`src/sadc_fmt.sv`:
```
/*
  sadc_pkg: constants of the converter sequencer. sadc_fmt: result formatter.
  assumes raw results are right aligned; 10-bit results use raw[9:0].
*/
package sadc_pkg;
  // ---------------------------------------------------------------
  // register map, byte addresses
  // ---------------------------------------------------------------
  localparam logic [7:0] OFS_CTRL = 8'h00;
  localparam logic [7:0] OFS_CHSEL = 8'h04;
  localparam logic [7:0] OFS_SCAN = 8'h08;
  localparam logic [7:0] OFS_STAT = 8'h0c;
  localparam logic [7:0] OFS_THR = 8'h10;
  localparam logic [7:0] OFS_HIT = 8'h14;
  localparam logic [7:0] OFS_BUF = 8'h80;
  // control fields
  localparam int C_EN = 0;
  localparam int C_AUTO_SAMPLE_START = 1;
  localparam int C_SAMPLE_PHASE_BIT = 2;
  localparam int C_SRC = 4;
  localparam int C_SAMC = 8;
  localparam int C_SIGN = 13;
  localparam int C_LEFT = 14;
  localparam int C_M12 = 15;
  localparam int C_CHM = 16;
  localparam int C_IDX = 18;
  localparam int C_SPLIT = 19;
  localparam int C_SMPI = 20;
  localparam int C_ISEL = 24;
  localparam logic [31:0] CTRL_RST = 32'h0000_8000;
  localparam logic [31:0] CTRL_WMASK = 32'h03ff_fff3;
  // status fields
  localparam int S_DONE = 0;
  localparam int S_INT = 1;
  localparam int S_HALF = 2;
  localparam int S_STATE = 4;
  // codes
  localparam logic [3:0] SRC_SW = 4'h0;
  localparam logic [3:0] SRC_AUTO = 4'h7;
  localparam logic [1:0] CHM_ALT = 2'h1;
  localparam logic [1:0] CHM_SCAN = 2'h2;
  localparam logic [1:0] ISEL_HALF = 2'h1;
  localparam logic [1:0] ISEL_THR = 2'h2;
  // timing: one conversion clock period in CLK cycles
  localparam int CLK_NS = 100;
  localparam int TAD_NS = 400;
  localparam int TAD_CYC = (TAD_NS + CLK_NS - 1) / CLK_NS;
  localparam int EXTRA_TAD = 2;
  // buffer
  localparam int BUF_DEPTH = 32;
  localparam logic [4:0] LAST_FULL = 5'h1f;
  localparam logic [4:0] LAST_HALF = 5'h0f;
  typedef enum logic [1:0] {
    SADC_IDLE = 2'b00,
    SADC_SAMPLE = 2'b01,
    SADC_CONVERT = 2'b10
  } sadc_state_t;
endpackage

`timescale 1ns/1ps

// converts a raw code into one of the four presentation formats
module sadc_fmt
  import sadc_pkg::*;
(
  input wire logic [11:0] raw,
  input wire logic mode12,
  input wire logic signed_fmt,
  input wire logic left_fmt,
  output logic [15:0] word
);
  // ---------------------------------------------------------------
  // alignment and sign
  // ---------------------------------------------------------------
  wire [11:0] msb_al = mode12 ? raw : {raw[9:0], 2'b00};
  // signed form is offset binary with the top bit flipped
  wire [11:0] sv = signed_fmt ? {~msb_al[11], msb_al[10:0]} : msb_al;
  wire [15:0] r12 = {{4{signed_fmt & sv[11]}}, sv};
  wire [15:0] r10 = {{6{signed_fmt & sv[11]}}, sv[11:2]};
  assign word = left_fmt ? {sv, 4'h0} : (mode12 ? r12 : r10);
endmodule

```
`src/sadc_seq.sv`:
```
/*
  sadc_seq: sample/convert sequencer, SAR control, result buffer and
  AHB-Lite register slave. assumes the analog core follows SH_SAMPLE and
  DAC_CODE within one conversion clock period and drives COMP_IN in sync.
*/
// Chosen here: the AHB-Lite interface to the registers and the address map.
`timescale 1ns/1ps

// Overview of operation
// - one period per bit plus two
// - every result stored in buffer automatically, except threshold misses
// - trigger ends sampling, starts conversion
// - auto-convert timed by conversion clock counter
// - nonzero count extends sampling, zero converts
// - auto-sample alternates sample and convert
// - idle before start and after software conversion
// - sample leads straight to short convert
// - hold closes at sample-to-convert edge
// - single, alternate or bit-map scan channels
// - 12/10 bit, signed/unsigned, left/right
// - buffer is FIFO or channel indexed
// - FIFO may split into two halves
// - indexed threshold keeps matches, sets hit flags
// - interrupt on count, half, or threshold
// - interrupt resets scan and write pointer
// - buffer depth covers channels, even count
// - source codes: software, auto, trigger inputs
// - auto-start samples right after conversion
// - sample bit shows acquire versus hold
// - done set on completion, cleared when the next sampling ends
module sadc_seq
  import sadc_pkg::*;
(
  input wire logic CLK,
  input wire logic NRST,
  input wire logic HSEL,
  input wire logic [31:0] HADDR,
  input wire logic [1:0] HTRANS,
  input wire logic HWRITE,
  input wire logic [2:0] HSIZE,
  input wire logic [31:0] HWDATA,
  input wire logic HREADY,
  output logic HREADYOUT,
  output logic [31:0] HRDATA,
  output logic HRESP,
  input wire logic [15:0] TRIG_IN,
  input wire logic COMP_IN,
  output logic SH_SAMPLE,
  output logic [11:0] DAC_CODE,
  output logic [4:0] CH_SEL,
  output logic DONE,
  output logic INT_FLAG
);
  // ---------------------------------------------------------------
  // state
  // ---------------------------------------------------------------
  logic [31:0] ctrl_reg, chsel_reg, scan_reg, thr_reg, hit_reg, rdata_reg;
  logic int_reg, done_reg, half_reg, alt_reg, wr_pend_reg;
  logic [7:0] wr_addr_reg;
  sadc_state_t state_reg, state_next;
  logic [2:0] tad_cnt_reg;
  logic [3:0] step_reg;
  logic [4:0] sample_phase_bit_cnt_reg, ch_reg, ch_next, wr_ptr_reg, conv_cnt_reg;
  logic [11:0] sar_reg, bit_reg;
  logic [15:0] trig_prev_reg;
  logic [15:0] buf_mem [BUF_DEPTH];
  logic [15:0] fmt_word;

  // address decode, shared by read and write phases
  function automatic logic [2:0] reg_sel(input logic [7:0] a);
    if (a == OFS_CTRL) reg_sel = 3'h1;
    else if (a == OFS_CHSEL) reg_sel = 3'h2;
    else if (a == OFS_SCAN) reg_sel = 3'h3;
    else if (a == OFS_STAT) reg_sel = 3'h4;
    else if (a == OFS_THR) reg_sel = 3'h5;
    else if (a == OFS_HIT) reg_sel = 3'h6;
    else if (a[7] && a[1:0] == 2'b00) reg_sel = 3'h7;
    else reg_sel = 3'h0;
  endfunction

  // next set bit of the scan map after cur, wrapping; cur if map empty
  function automatic logic [4:0] next_scan(input logic [31:0] map, input logic [4:0] cur);
    logic [4:0] c;
    logic hit;
    next_scan = cur;
    hit = 1'b0;
    for (int i = 1; i <= 32; i++) begin
      c = cur + i[4:0];
      if (!hit && map[c]) begin
        next_scan = c;
        hit = 1'b1;
      end
    end
  endfunction

  // ---------------------------------------------------------------
  // control fields
  // ---------------------------------------------------------------
  wire en = ctrl_reg[C_EN];
  wire auto_sample_start = ctrl_reg[C_AUTO_SAMPLE_START];
  wire [3:0] src = ctrl_reg[C_SRC +: 4];
  wire [4:0] samc = ctrl_reg[C_SAMC +: 5];
  wire mode12 = ctrl_reg[C_M12];
  wire [1:0] chm = ctrl_reg[C_CHM +: 2];
  wire idx_mode = ctrl_reg[C_IDX];
  wire split = ctrl_reg[C_SPLIT];
  wire [3:0] smpi = ctrl_reg[C_SMPI +: 4];
  wire [1:0] isel = ctrl_reg[C_ISEL +: 2];
  wire [4:0] chan_a = chsel_reg[4:0];
  wire [4:0] chan_b = chsel_reg[12:8];
  wire [11:0] thr_lo = thr_reg[11:0];
  wire [11:0] thr_hi = thr_reg[27:16];

  // ---------------------------------------------------------------
  // bus slave, zero wait states, always OKAY
  // ---------------------------------------------------------------
  wire addr_ok = HSEL & HREADY & HTRANS[1];
  wire [2:0] rsel = reg_sel(HADDR[7:0]);
  wire [2:0] wsel = reg_sel(wr_addr_reg);
  wire wr_ctrl = wr_pend_reg & (wsel == 3'h1);
  wire wr_stat = wr_pend_reg & (wsel == 3'h4);
  wire wr_hit = wr_pend_reg & (wsel == 3'h6);
  wire [31:0] stat_word = {26'h0, state_reg, 1'b0, half_reg, int_reg, done_reg};
  wire [31:0] ctrl_word = {ctrl_reg[31:3], state_reg == SADC_SAMPLE, ctrl_reg[1:0]};
  wire [31:0] rd_mux = (rsel == 3'h1) ? ctrl_word :
                       (rsel == 3'h2) ? chsel_reg :
                       (rsel == 3'h3) ? scan_reg :
                       (rsel == 3'h4) ? stat_word :
                       (rsel == 3'h5) ? thr_reg :
                       (rsel == 3'h6) ? hit_reg :
                       (rsel == 3'h7) ? {16'h0, buf_mem[HADDR[6:2]]} : 32'h0;
  assign HREADYOUT = 1'b1;
  assign HRESP = 1'b0;
  assign HRDATA = rdata_reg;

  // software sample control: writing the sample bit sets or clears it
  wire sw_sample_phase_bit_set = wr_ctrl & HWDATA[C_SAMPLE_PHASE_BIT];
  wire sw_sample_phase_bit_clr = wr_ctrl & ~HWDATA[C_SAMPLE_PHASE_BIT];

  // ---------------------------------------------------------------
  // sequencer decisions
  // ---------------------------------------------------------------
  wire in_sample_phase_bit = state_reg == SADC_SAMPLE;
  wire in_conv = state_reg == SADC_CONVERT;
  wire tad_tick = tad_cnt_reg == 3'(TAD_CYC - 1);
  wire [3:0] nbits = mode12 ? 4'd12 : 4'd10;
  wire [3:0] last_step = 4'(nbits + 4'(EXTRA_TAD) - 4'd1);
  wire conv_end = in_conv & tad_tick & (step_reg == last_step);
  wire [15:0] trig_edge = TRIG_IN & ~trig_prev_reg;
  // auto-convert: zero count ends sampling at once, else after samc periods
  wire auto_due = sample_phase_bit_cnt_reg >= samc;
  wire end_sample_phase_bit = in_sample_phase_bit & ((src == SRC_SW) ? sw_sample_phase_bit_clr :
                             (src == SRC_AUTO) ? auto_due : trig_edge[src]);
  wire start_sample_phase_bit = (state_reg == SADC_IDLE) & en & (sw_sample_phase_bit_set | auto_sample_start);

  // state transitions
  always_comb begin
    state_next = state_reg;
    case (state_reg)
      SADC_IDLE: if (start_sample_phase_bit) state_next = SADC_SAMPLE;
      SADC_SAMPLE: if (end_sample_phase_bit) state_next = SADC_CONVERT;
      // auto-sample returns to sampling, otherwise rest idle
      SADC_CONVERT: if (conv_end) state_next = auto_sample_start ? SADC_SAMPLE : SADC_IDLE;
      default: state_next = SADC_IDLE;
    endcase
    if (!en) state_next = SADC_IDLE;
  end

  // ---------------------------------------------------------------
  // result path
  // ---------------------------------------------------------------
  sadc_fmt u_fmt (
    .raw(sar_reg),
    .mode12(mode12),
    .signed_fmt(ctrl_reg[C_SIGN]),
    .left_fmt(ctrl_reg[C_LEFT]),
    .word(fmt_word)
  );

  wire thr_on = idx_mode & (isel == ISEL_THR);
  wire thr_match = (sar_reg >= thr_lo) & (sar_reg <= thr_hi);
  wire keep = ~thr_on | thr_match;
  wire [4:0] fifo_last = split ? LAST_HALF : LAST_FULL;
  wire [4:0] fifo_addr = split ? {half_reg, wr_ptr_reg[3:0]} : wr_ptr_reg;
  wire [4:0] buf_addr = idx_mode ? ch_reg : fifo_addr;
  wire buf_we = conv_end & keep;
  wire [4:0] conv_cnt_inc = conv_cnt_reg + 5'd1;
  wire int_ev = conv_end & ((isel == ISEL_THR) ? thr_on & thr_match :
                (isel == ISEL_HALF) ? ~idx_mode & (wr_ptr_reg == fifo_last) :
                (conv_cnt_inc == {1'b0, smpi} + 5'd1));
  wire [4:0] scan_first = next_scan(scan_reg, 5'h1f);

  // channel selection for the next conversion
  always_comb begin
    ch_next = ch_reg;
    if (state_reg == SADC_IDLE || (conv_end && int_ev)) begin
      ch_next = (chm == CHM_SCAN) ? scan_first : chan_a;
    end else if (conv_end) begin
      if (chm == CHM_SCAN) ch_next = next_scan(scan_reg, ch_reg);
      else if (chm == CHM_ALT) ch_next = alt_reg ? chan_a : chan_b;
      else ch_next = chan_a;
    end
  end

  // ---------------------------------------------------------------
  // registers
  // ---------------------------------------------------------------
  // bus phase capture and software registers
  always_ff @(posedge CLK or negedge NRST) begin
    if (!NRST) begin
      wr_pend_reg <= 1'b0;
      wr_addr_reg <= 8'h00;
      rdata_reg <= 32'h0;
      ctrl_reg <= CTRL_RST;
      chsel_reg <= 32'h0;
      scan_reg <= 32'h0;
      thr_reg <= 32'h0;
    end else begin
      wr_pend_reg <= addr_ok & HWRITE;
      wr_addr_reg <= HADDR[7:0];
      if (addr_ok && !HWRITE) rdata_reg <= rd_mux;
      if (wr_ctrl) ctrl_reg <= HWDATA & CTRL_WMASK;
      if (wr_pend_reg && wsel == 3'h2) chsel_reg <= HWDATA & 32'h0000_1f1f;
      if (wr_pend_reg && wsel == 3'h3) scan_reg <= HWDATA;
      if (wr_pend_reg && wsel == 3'h5) thr_reg <= HWDATA & 32'h0fff_0fff;
    end
  end

  // flags: hardware set wins over a software clear in the same cycle
  always_ff @(posedge CLK or negedge NRST) begin
    if (!NRST) begin
      int_reg <= 1'b0;
      hit_reg <= 32'h0;
      done_reg <= 1'b0;
    end else begin
      int_reg <= int_ev | (int_reg & ~(wr_stat & HWDATA[S_INT]));
      hit_reg <= (hit_reg & ~({32{wr_hit}} & HWDATA)) |
                 ({32{conv_end & thr_on & thr_match}} & (32'h1 << ch_reg));
      if (conv_end) done_reg <= 1'b1;
      else if (end_sample_phase_bit) done_reg <= 1'b0;
    end
  end

  // sequencer and conversion-clock timing
  always_ff @(posedge CLK or negedge NRST) begin
    if (!NRST) begin
      state_reg <= SADC_IDLE;
      tad_cnt_reg <= 3'h0;
      step_reg <= 4'h0;
      sample_phase_bit_cnt_reg <= 5'h0;
      trig_prev_reg <= 16'h0;
    end else begin
      state_reg <= state_next;
      trig_prev_reg <= TRIG_IN;
      // restart the period counter on every state change
      if (state_next != state_reg || tad_tick) tad_cnt_reg <= 3'h0;
      else tad_cnt_reg <= tad_cnt_reg + 3'h1;
      if (!in_sample_phase_bit) sample_phase_bit_cnt_reg <= 5'h0;
      else if (tad_tick && !auto_due) sample_phase_bit_cnt_reg <= sample_phase_bit_cnt_reg + 5'h1;
      if (!in_conv) step_reg <= 4'h0;
      else if (tad_tick) step_reg <= step_reg + 4'h1;
    end
  end

  // successive approximation: period 0 settles, then one bit per period
  always_ff @(posedge CLK or negedge NRST) begin
    if (!NRST) begin
      sar_reg <= 12'h0;
      bit_reg <= 12'h0;
    end else if (end_sample_phase_bit) begin
      sar_reg <= 12'h0;
      bit_reg <= mode12 ? 12'h800 : 12'h200;
    end else if (in_conv && tad_tick && step_reg != 4'h0 && step_reg <= nbits) begin
      if (COMP_IN) sar_reg <= sar_reg | bit_reg;
      bit_reg <= bit_reg >> 1;
    end
  end

  // buffer write and pointers
  always_ff @(posedge CLK or negedge NRST) begin
    if (!NRST) begin
      wr_ptr_reg <= 5'h0;
      conv_cnt_reg <= 5'h0;
      half_reg <= 1'b0;
      alt_reg <= 1'b0;
      ch_reg <= 5'h0;
    end else begin
      ch_reg <= ch_next;
      if (state_reg == SADC_IDLE && !en) begin
        wr_ptr_reg <= 5'h0;
        conv_cnt_reg <= 5'h0;
        half_reg <= 1'b0;
        alt_reg <= 1'b0;
      end else if (conv_end) begin
        alt_reg <= int_ev ? 1'b0 : ~alt_reg;
        conv_cnt_reg <= int_ev ? 5'h0 : conv_cnt_inc;
        if (int_ev) begin
          wr_ptr_reg <= 5'h0;
          half_reg <= split & ~half_reg;
        end else if (!idx_mode) begin
          wr_ptr_reg <= (wr_ptr_reg >= fifo_last) ? 5'h0 : wr_ptr_reg + 5'h1;
        end
      end
    end
  end

  // result memory has no reset; contents survive disable
  always_ff @(posedge CLK) begin
    if (buf_we) buf_mem[buf_addr] <= fmt_word;
  end

  // ---------------------------------------------------------------
  // analog side
  // ---------------------------------------------------------------
  assign SH_SAMPLE = in_sample_phase_bit;
  assign DAC_CODE = in_conv ? (sar_reg | bit_reg) : 12'h0;
  assign CH_SEL = ch_reg;
  assign DONE = done_reg;
  assign INT_FLAG = int_reg;

  // cycles spent in the current conversion; a counter keeps the length check cheap
  logic [5:0] conv_age_reg;
  always_ff @(posedge CLK or negedge NRST) begin
    if (!NRST) conv_age_reg <= 6'h0;
    else conv_age_reg <= in_conv ? conv_age_reg + 6'h1 : 6'h0;
  end
endmodule

```
`config.mk`:
```
export PLATFORM = sky130hd
export DESIGN_NAME = sadc_seq
export DESIGN_NICKNAME = d
export VERILOG_FILES = /design/src/sadc_fmt.sv /design/src/sadc_seq.sv
export SDC_FILE = /design/constraint.sdc
export NUM_CORES = 1
export LEC_CHECK = 0
export CAP_MARGIN = 20
export CORE_ASPECT_RATIO = 1.75
export CORE_MARGIN = 3
export CORE_UTILIZATION = 57
export DETAILED_ROUTE_END_ITERATION = 6
export DONT_BUFFER_PORTS = 1
export GPL_TIMING_DRIVEN = 0
export PLACE_DENSITY = 0.72
export SLEW_MARGIN = 20
export SYNTH_ARGS = -nofsm -noshare
export SYNTH_HDL_FRONTEND = slang
export SYNTH_SLANG_ARGS = --single-unit
```
`constraint.sdc`:
```
create_clock -name CLK -period 8.6 [get_ports CLK]
set_clock_uncertainty 0.1 [all_clocks]
set_input_delay 2.15 -clock CLK [delete_from_list [all_inputs] [get_ports CLK]]
set_output_delay 2.15 -clock CLK [all_outputs]
set_load 0.05 [all_outputs]
```
==> metrics.txt <==
# TYPE chip_impl_metric gauge
chip_impl_info{name="result_of_the_run",value="finished, violations left"} 1
chip_impl_info{name="violated_checks",value="design-rule violations"} 1
chip_impl_metric{name="flow.area_growth_from_synthesis",unit="%"} 10.4
chip_impl_info{name="cp-end-kind",value="flop"} 1
chip_impl_metric{name="synthCells",unit=""} 2681
chip_impl_metric{name="final_wirelength",unit="mm"} 158
chip_impl_metric{name="synth_top_area_share",unit="%"} 41.5
chip_impl_metric{name="final_antenna_net_count",unit=""} 0
chip_impl_metric{name="cts.sink_count",unit=""} 746
chip_impl_info{name="yosys.area.top_type",value="sky130_fd_sc_hd__edfxtp_1"} 1
chip_impl_metric{name="post_layout_net_count",unit=""} 2914
chip_impl_metric{name="final_report_hold_violation_count",unit=""} 0
chip_impl_metric{name="largest_register_ffs",unit=""} 512
chip_impl_metric{name="min_period",unit="ps"} 8540
chip_impl_metric{name="groute.usage.overall",unit="%"} 46.6
chip_impl_metric{name="cts.clk_slew.worst_paths",unit="ps"} 70
chip_impl_metric{name="maxCapViolCount",unit=""} 0
chip_impl_metric{name="floorplan.rows",unit=""} 123
chip_impl_metric{name="maximum_level_of_the_cts_h_tree",unit=""} 2
chip_impl_metric{name="power_density",unit="nW/um^2"} 322
chip_impl_info{name="grt_setup_unrepaired",value="no"} 1
chip_impl_metric{name="worst_ep_required_time",unit="ps"} 9050
chip_impl_metric{name="via_count_of_the_routed_design",unit=""} 28300
chip_impl_metric{name="r2r_cells",unit=""} 19
chip_impl_metric{name="grt_pass1_vias",unit=""} 28700
chip_impl_metric{name="die-width",unit="um"} 199
chip_impl_metric{name="via_per_inst",unit=""} 7.79
chip_impl_info{name="timing.hold.worst.start",value="tad_cnt_reg[0]"} 1
chip_impl_metric{name="tightestPinTransition",unit="ps"} 1290
chip_impl_info{name="cts_root_cell",value="sky130_fd_sc_hd__clkbuf_16"} 1
chip_impl_metric{name="dieArea",unit="um^2"} 68300
chip_impl_metric{name="grt_pass1_wl",unit="mm"} 219
chip_impl_metric{name="detail_route.wl_per_cell",unit="um"} 43.5
chip_impl_info{name="cts_tree",value="built"} 1
chip_impl_info{name="reg2reg_launch_point",value="CH_SEL[0]"} 1
chip_impl_info{name="synth.most_common_cell",value="sky130_fd_sc_hd__edfxtp_1"} 1
chip_impl_metric{name="max_stage_delay",unit="ps"} 750
chip_impl_metric{name="arrival",unit="ps"} 8990
chip_impl_metric{name="maxSlewHeadroom",unit="%"} 13.5
chip_impl_metric{name="placer_s_final_routability_congestion_estimate",unit=""} 1.07
chip_impl_metric{name="dp.final_hpwl",unit="mm"} 108
chip_impl_info{name="hold-path-endpoint",value="tad_cnt_reg[0]"} 1
chip_impl_metric{name="r2r_slack",unit="ps"} 60
chip_impl_metric{name="drt_first_pass_iters",unit=""} 7
chip_impl_metric{name="synth_sequential_area_ratio",unit="%"} 57.3
chip_impl_metric{name="drc_errors",unit=""} 8
chip_impl_metric{name="start_util",unit="%"} 57.6
chip_impl_metric{name="yosysUniqueCellTypes",unit=""} 87
chip_impl_metric{name="detailedRoute.firstIterationViolations",unit=""} 4224
chip_impl_metric{name="syn_std_cell_area",unit="um^2"} 37100
chip_impl_info{name="timing.critical_path.from_type",value="flop"} 1
chip_impl_info{name="post_synth_top_flop",value="sky130_fd_sc_hd__edfxtp_1"} 1
chip_impl_metric{name="report.final.slew_viol_count",unit=""} 0
chip_impl_metric{name="fraction_of_final_layout_cells_sized_beyond_drive_strength_1",unit="%"} 20.8
chip_impl_metric{name="core",unit="um^2"} 64300
chip_impl_info{name="max_flop_register",value="buf_mem"} 1
chip_impl_info{name="critical-path-top-delay-family",value="compound AO/OA/AOI/OAI gates"} 1
chip_impl_metric{name="clk_path_buf_depth",unit=""} 3
chip_impl_metric{name="cellLeakagePower",unit="nW"} 13.8
chip_impl_metric{name="max_rail_drop_vdd",unit="mV"} 0.257
chip_impl_metric{name="fin_crit_sh",unit="%"} 99.3
chip_impl_metric{name="setup_viol",unit=""} 0
chip_impl_info{name="worstHoldPathType",value="reg -> reg"} 1
chip_impl_metric{name="min_path_cells",unit=""} 1
chip_impl_metric{name="ios",unit=""} 145
chip_impl_info{name="netlist_top_cells_area",value="sky130_fd_sc_hd__edfxtp_1 41%, sky130_fd_sc_hd__dfrtp_1 16%, sky130_fd_sc_hd__mux4_2 14%"} 1
chip_impl_metric{name="max_freq",unit="MHz"} 117
chip_impl_info{name="setup.worst_path.class",value="reg -> reg"} 1
chip_impl_metric{name="antenna_violations_before_repair",unit=""} 11
chip_impl_metric{name="fill_cells",unit=""} 4248
chip_impl_metric{name="grt_max_degree",unit=""} 235
chip_impl_info{name="regToRegEndpoint",value="CH_SEL[4]"} 1
chip_impl_metric{name="synth_seq_cells",unit=""} 746
chip_impl_info{name="crit_path_top_delay_cell",value="sky130_fd_sc_hd__dfrtp_2"} 1
chip_impl_metric{name="syn_area_per_cell",unit="um^2"} 13.8
chip_impl_metric{name="synth_fp_nets",unit=""} 2832
chip_impl_metric{name="cts_inserted_buffers",unit=""} 57
chip_impl_metric{name="fin_util",unit="%"} 63.6
chip_impl_metric{name="place.detailed.instances",unit=""} 3511
chip_impl_metric{name="grt.overflow.total",unit=""} 0
chip_impl_metric{name="worst_skew_pair.late_latency",unit="ps"} 670
chip_impl_metric{name="synth_enable_flop_cells",unit=""} 512
chip_impl_metric{name="critical_path.n_buffers_inverters",unit=""} 7
chip_impl_metric{name="final-instance-count-excl-fill",unit=""} 3632
chip_impl_metric{name="worstSetupPathDepth",unit=""} 19
chip_impl_metric{name="critical_path.max_fanout",unit=""} 10
chip_impl_metric{name="portBuffers",unit=""} 0
chip_impl_metric{name="dieHeight",unit="um"} 343
chip_impl_info{name="synth_top_cells_by_count",value="512 x sky130_fd_sc_hd__edfxtp_1, 234 x sky130_fd_sc_hd__mux4_2, 233 x sky130_fd_sc_hd__dfrtp_1"} 1
chip_impl_info{name="path_cells",value="buf_2 -> buf_2 -> clkbuf_1 -> inv_1 -> ha_1 -> clkbuf_1 -> clkbuf_2 -> mux4_2 -> mux2_2 -> a22oi_1 -> and2_1 -> clkbuf_2 -> a31oi_1 -> o21ai_0 -> o211ai_1 -> o2111a_1 -> o21ai_0 -> a31oi_1 -> o41ai_2"} 1
chip_impl_metric{name="yosys_warnings",unit=""} 0
chip_impl_metric{name="async_reset_ff_share",unit="%"} 31.4
routing by layer:
layer	vias to the layer above	wire length, um	global-route usage (%)
met5	-	97	0.145
met4	16	23100	50.6
met3	1067	18700	16.8
met2	2839	74700	74.7
met1	13800	41500	43.1
li1	10600	-	-
cell type report:
cell class              instances  area (um^2)  area share [%]
flip-flops and latches        746        21200            51.9
multi-input cells            1692        15300            37.5
clock buffers                  67         1510            3.68
well taps                     812         1020            2.48
plain buffers                 158          639            1.56
clock inverters                38          510            1.25
repair buffers                 24          323           0.789
inverters                      84          315           0.771
diodes                         11         27.5          0.0673
worst reg2reg max path: stages (launching register included):
cell and delay, ps:
sky130_fd_sc_hd__dfrtp_2 750, sky130_fd_sc_hd__buf_2 310, sky130_fd_sc_hd__buf_2 320, sky130_fd_sc_hd__clkbuf_1 700, sky130_fd_sc_hd__inv_1 370, sky130_fd_sc_hd__ha_1 390
sky130_fd_sc_hd__clkbuf_1 380, sky130_fd_sc_hd__clkbuf_2 540, sky130_fd_sc_hd__mux4_2 510, sky130_fd_sc_hd__mux2_2 300, sky130_fd_sc_hd__a22oi_1 710, sky130_fd_sc_hd__and2_1 340
sky130_fd_sc_hd__clkbuf_2 390, sky130_fd_sc_hd__a31oi_1 150, sky130_fd_sc_hd__o21ai_0 410, sky130_fd_sc_hd__o211ai_1 500, sky130_fd_sc_hd__o2111a_1 400, sky130_fd_sc_hd__o21ai_0 330
sky130_fd_sc_hd__a31oi_1 200, sky130_fd_sc_hd__o41ai_2 330
metrics by stage:
step                      hold WS (ps)  setup TNS, ps  setup slack, ps  power (W)  cell area, um^2
after detailed placement           337          -8040            -1720    0.00990            38700
after global placement             321         -11310            -2360    0.00987            38100
after floorplan                    309              0             2210    0.00749            37100
after CTS                          367              0             18.0     0.0129            40800
final                              386              0             63.0     0.0132            40900
after global routing               386              0             10.0     0.0134            40900
logic make-up (layout without fill, tap and decap cells):
| family | Yosys count | in the layout | synth area share (%) |
|---|---|---|---|
| buffers and inverters | 243 | 371 | 2.54 |
| xor gates and xnor gates | 41 | 41 | 0.989 |
| adders and majority gates | 60 | 60 | 2.02 |
| other | 2 | 13 | 0.0203 |
| AOI/OAI and AO/OA | 487 | 487 | 8.74 |
| and+or+nand+nor | 669 | 669 | 8.45 |
| muxes | 433 | 433 | 20.0 |
| DFF | 746 | 746 | 57.3 |
report_power, final:
part | internal, W | switching (W) | total (W)
clock | 0.00160 | 0.00140 | 0.00300
combinational | 0.00183 | 0.00425 | 0.00608
sequential | 0.00389 | 0.000217 | 0.00411
worst max path at each step:
stage | slack [ps] | from | endpoint
after CTS | 20 | CH_SEL[1] | CH_SEL[2]
final | 60 | CH_SEL[0] | CH_SEL[4]
after global routing | 10 | CH_SEL[2] | CH_SEL[0]
after floorplan | 2210 | CH_SEL[1] | CH_SEL[3]
after detailed placement | -1720 | CH_SEL[1] | CH_SEL[2]
after global placement | -2360 | CH_SEL[1] | CH_SEL[2]
what timing repair did:
item / in CTS / in global routing
setup endpoints to repair: 5 / 5
resized for setup: 8 / 5
hold endpoints to repair: 0 / 0
hold buffers: 0 / 0
pin swaps: 1 / 0
buffers inserted: 2 / 0
cells in the final DEF, fill, tap and decap left out, types with 13 or more instances in the layout:
| master | n |
|---|---|
| sky130_fd_sc_hd__o21ai_0 | 123 |
| sky130_fd_sc_hd__nand2b_1 | 30 |
| sky130_fd_sc_hd__mux4_2 | 234 |
| sky130_fd_sc_hd__nor2_1 | 175 |
| sky130_fd_sc_hd__nor3_1 | 30 |
| sky130_fd_sc_hd__a31oi_1 | 18 |
| sky130_fd_sc_hd__xnor2_1 | 21 |
| sky130_fd_sc_hd__o22ai_1 | 18 |
| sky130_fd_sc_hd__a21o_1 | 15 |
| sky130_fd_sc_hd__a22o_1 | 20 |
| sky130_fd_sc_hd__mux2_2 | 114 |
| sky130_fd_sc_hd__and2_1 | 15 |
| sky130_fd_sc_hd__a22oi_1 | 33 |
| sky130_fd_sc_hd__nor2_4 | 33 |
| sky130_fd_sc_hd__ha_1 | 60 |
| sky130_fd_sc_hd__nand4_1 | 22 |
| sky130_fd_sc_hd__xor2_1 | 15 |
| sky130_fd_sc_hd__clkbuf_1 | 120 |
| sky130_fd_sc_hd__clkbuf_16 | 59 |
| sky130_fd_sc_hd__a211oi_1 | 24 |
| sky130_fd_sc_hd__nand3_1 | 48 |
| sky130_fd_sc_hd__edfxtp_1 | 512 |
| sky130_fd_sc_hd__mux2i_1 | 81 |
| sky130_fd_sc_hd__dfrtp_1 | 231 |
| sky130_fd_sc_hd__o211ai_1 | 13 |
| sky130_fd_sc_hd__a221oi_1 | 17 |
| sky130_fd_sc_hd__nand2_1 | 213 |
| sky130_fd_sc_hd__nor2b_1 | 23 |
| sky130_fd_sc_hd__inv_1 | 82 |
| sky130_fd_sc_hd__buf_1 | 20 |
| sky130_fd_sc_hd__a21oi_1 | 90 |
No activity file was read; power rests on OpenSTA's default activity.
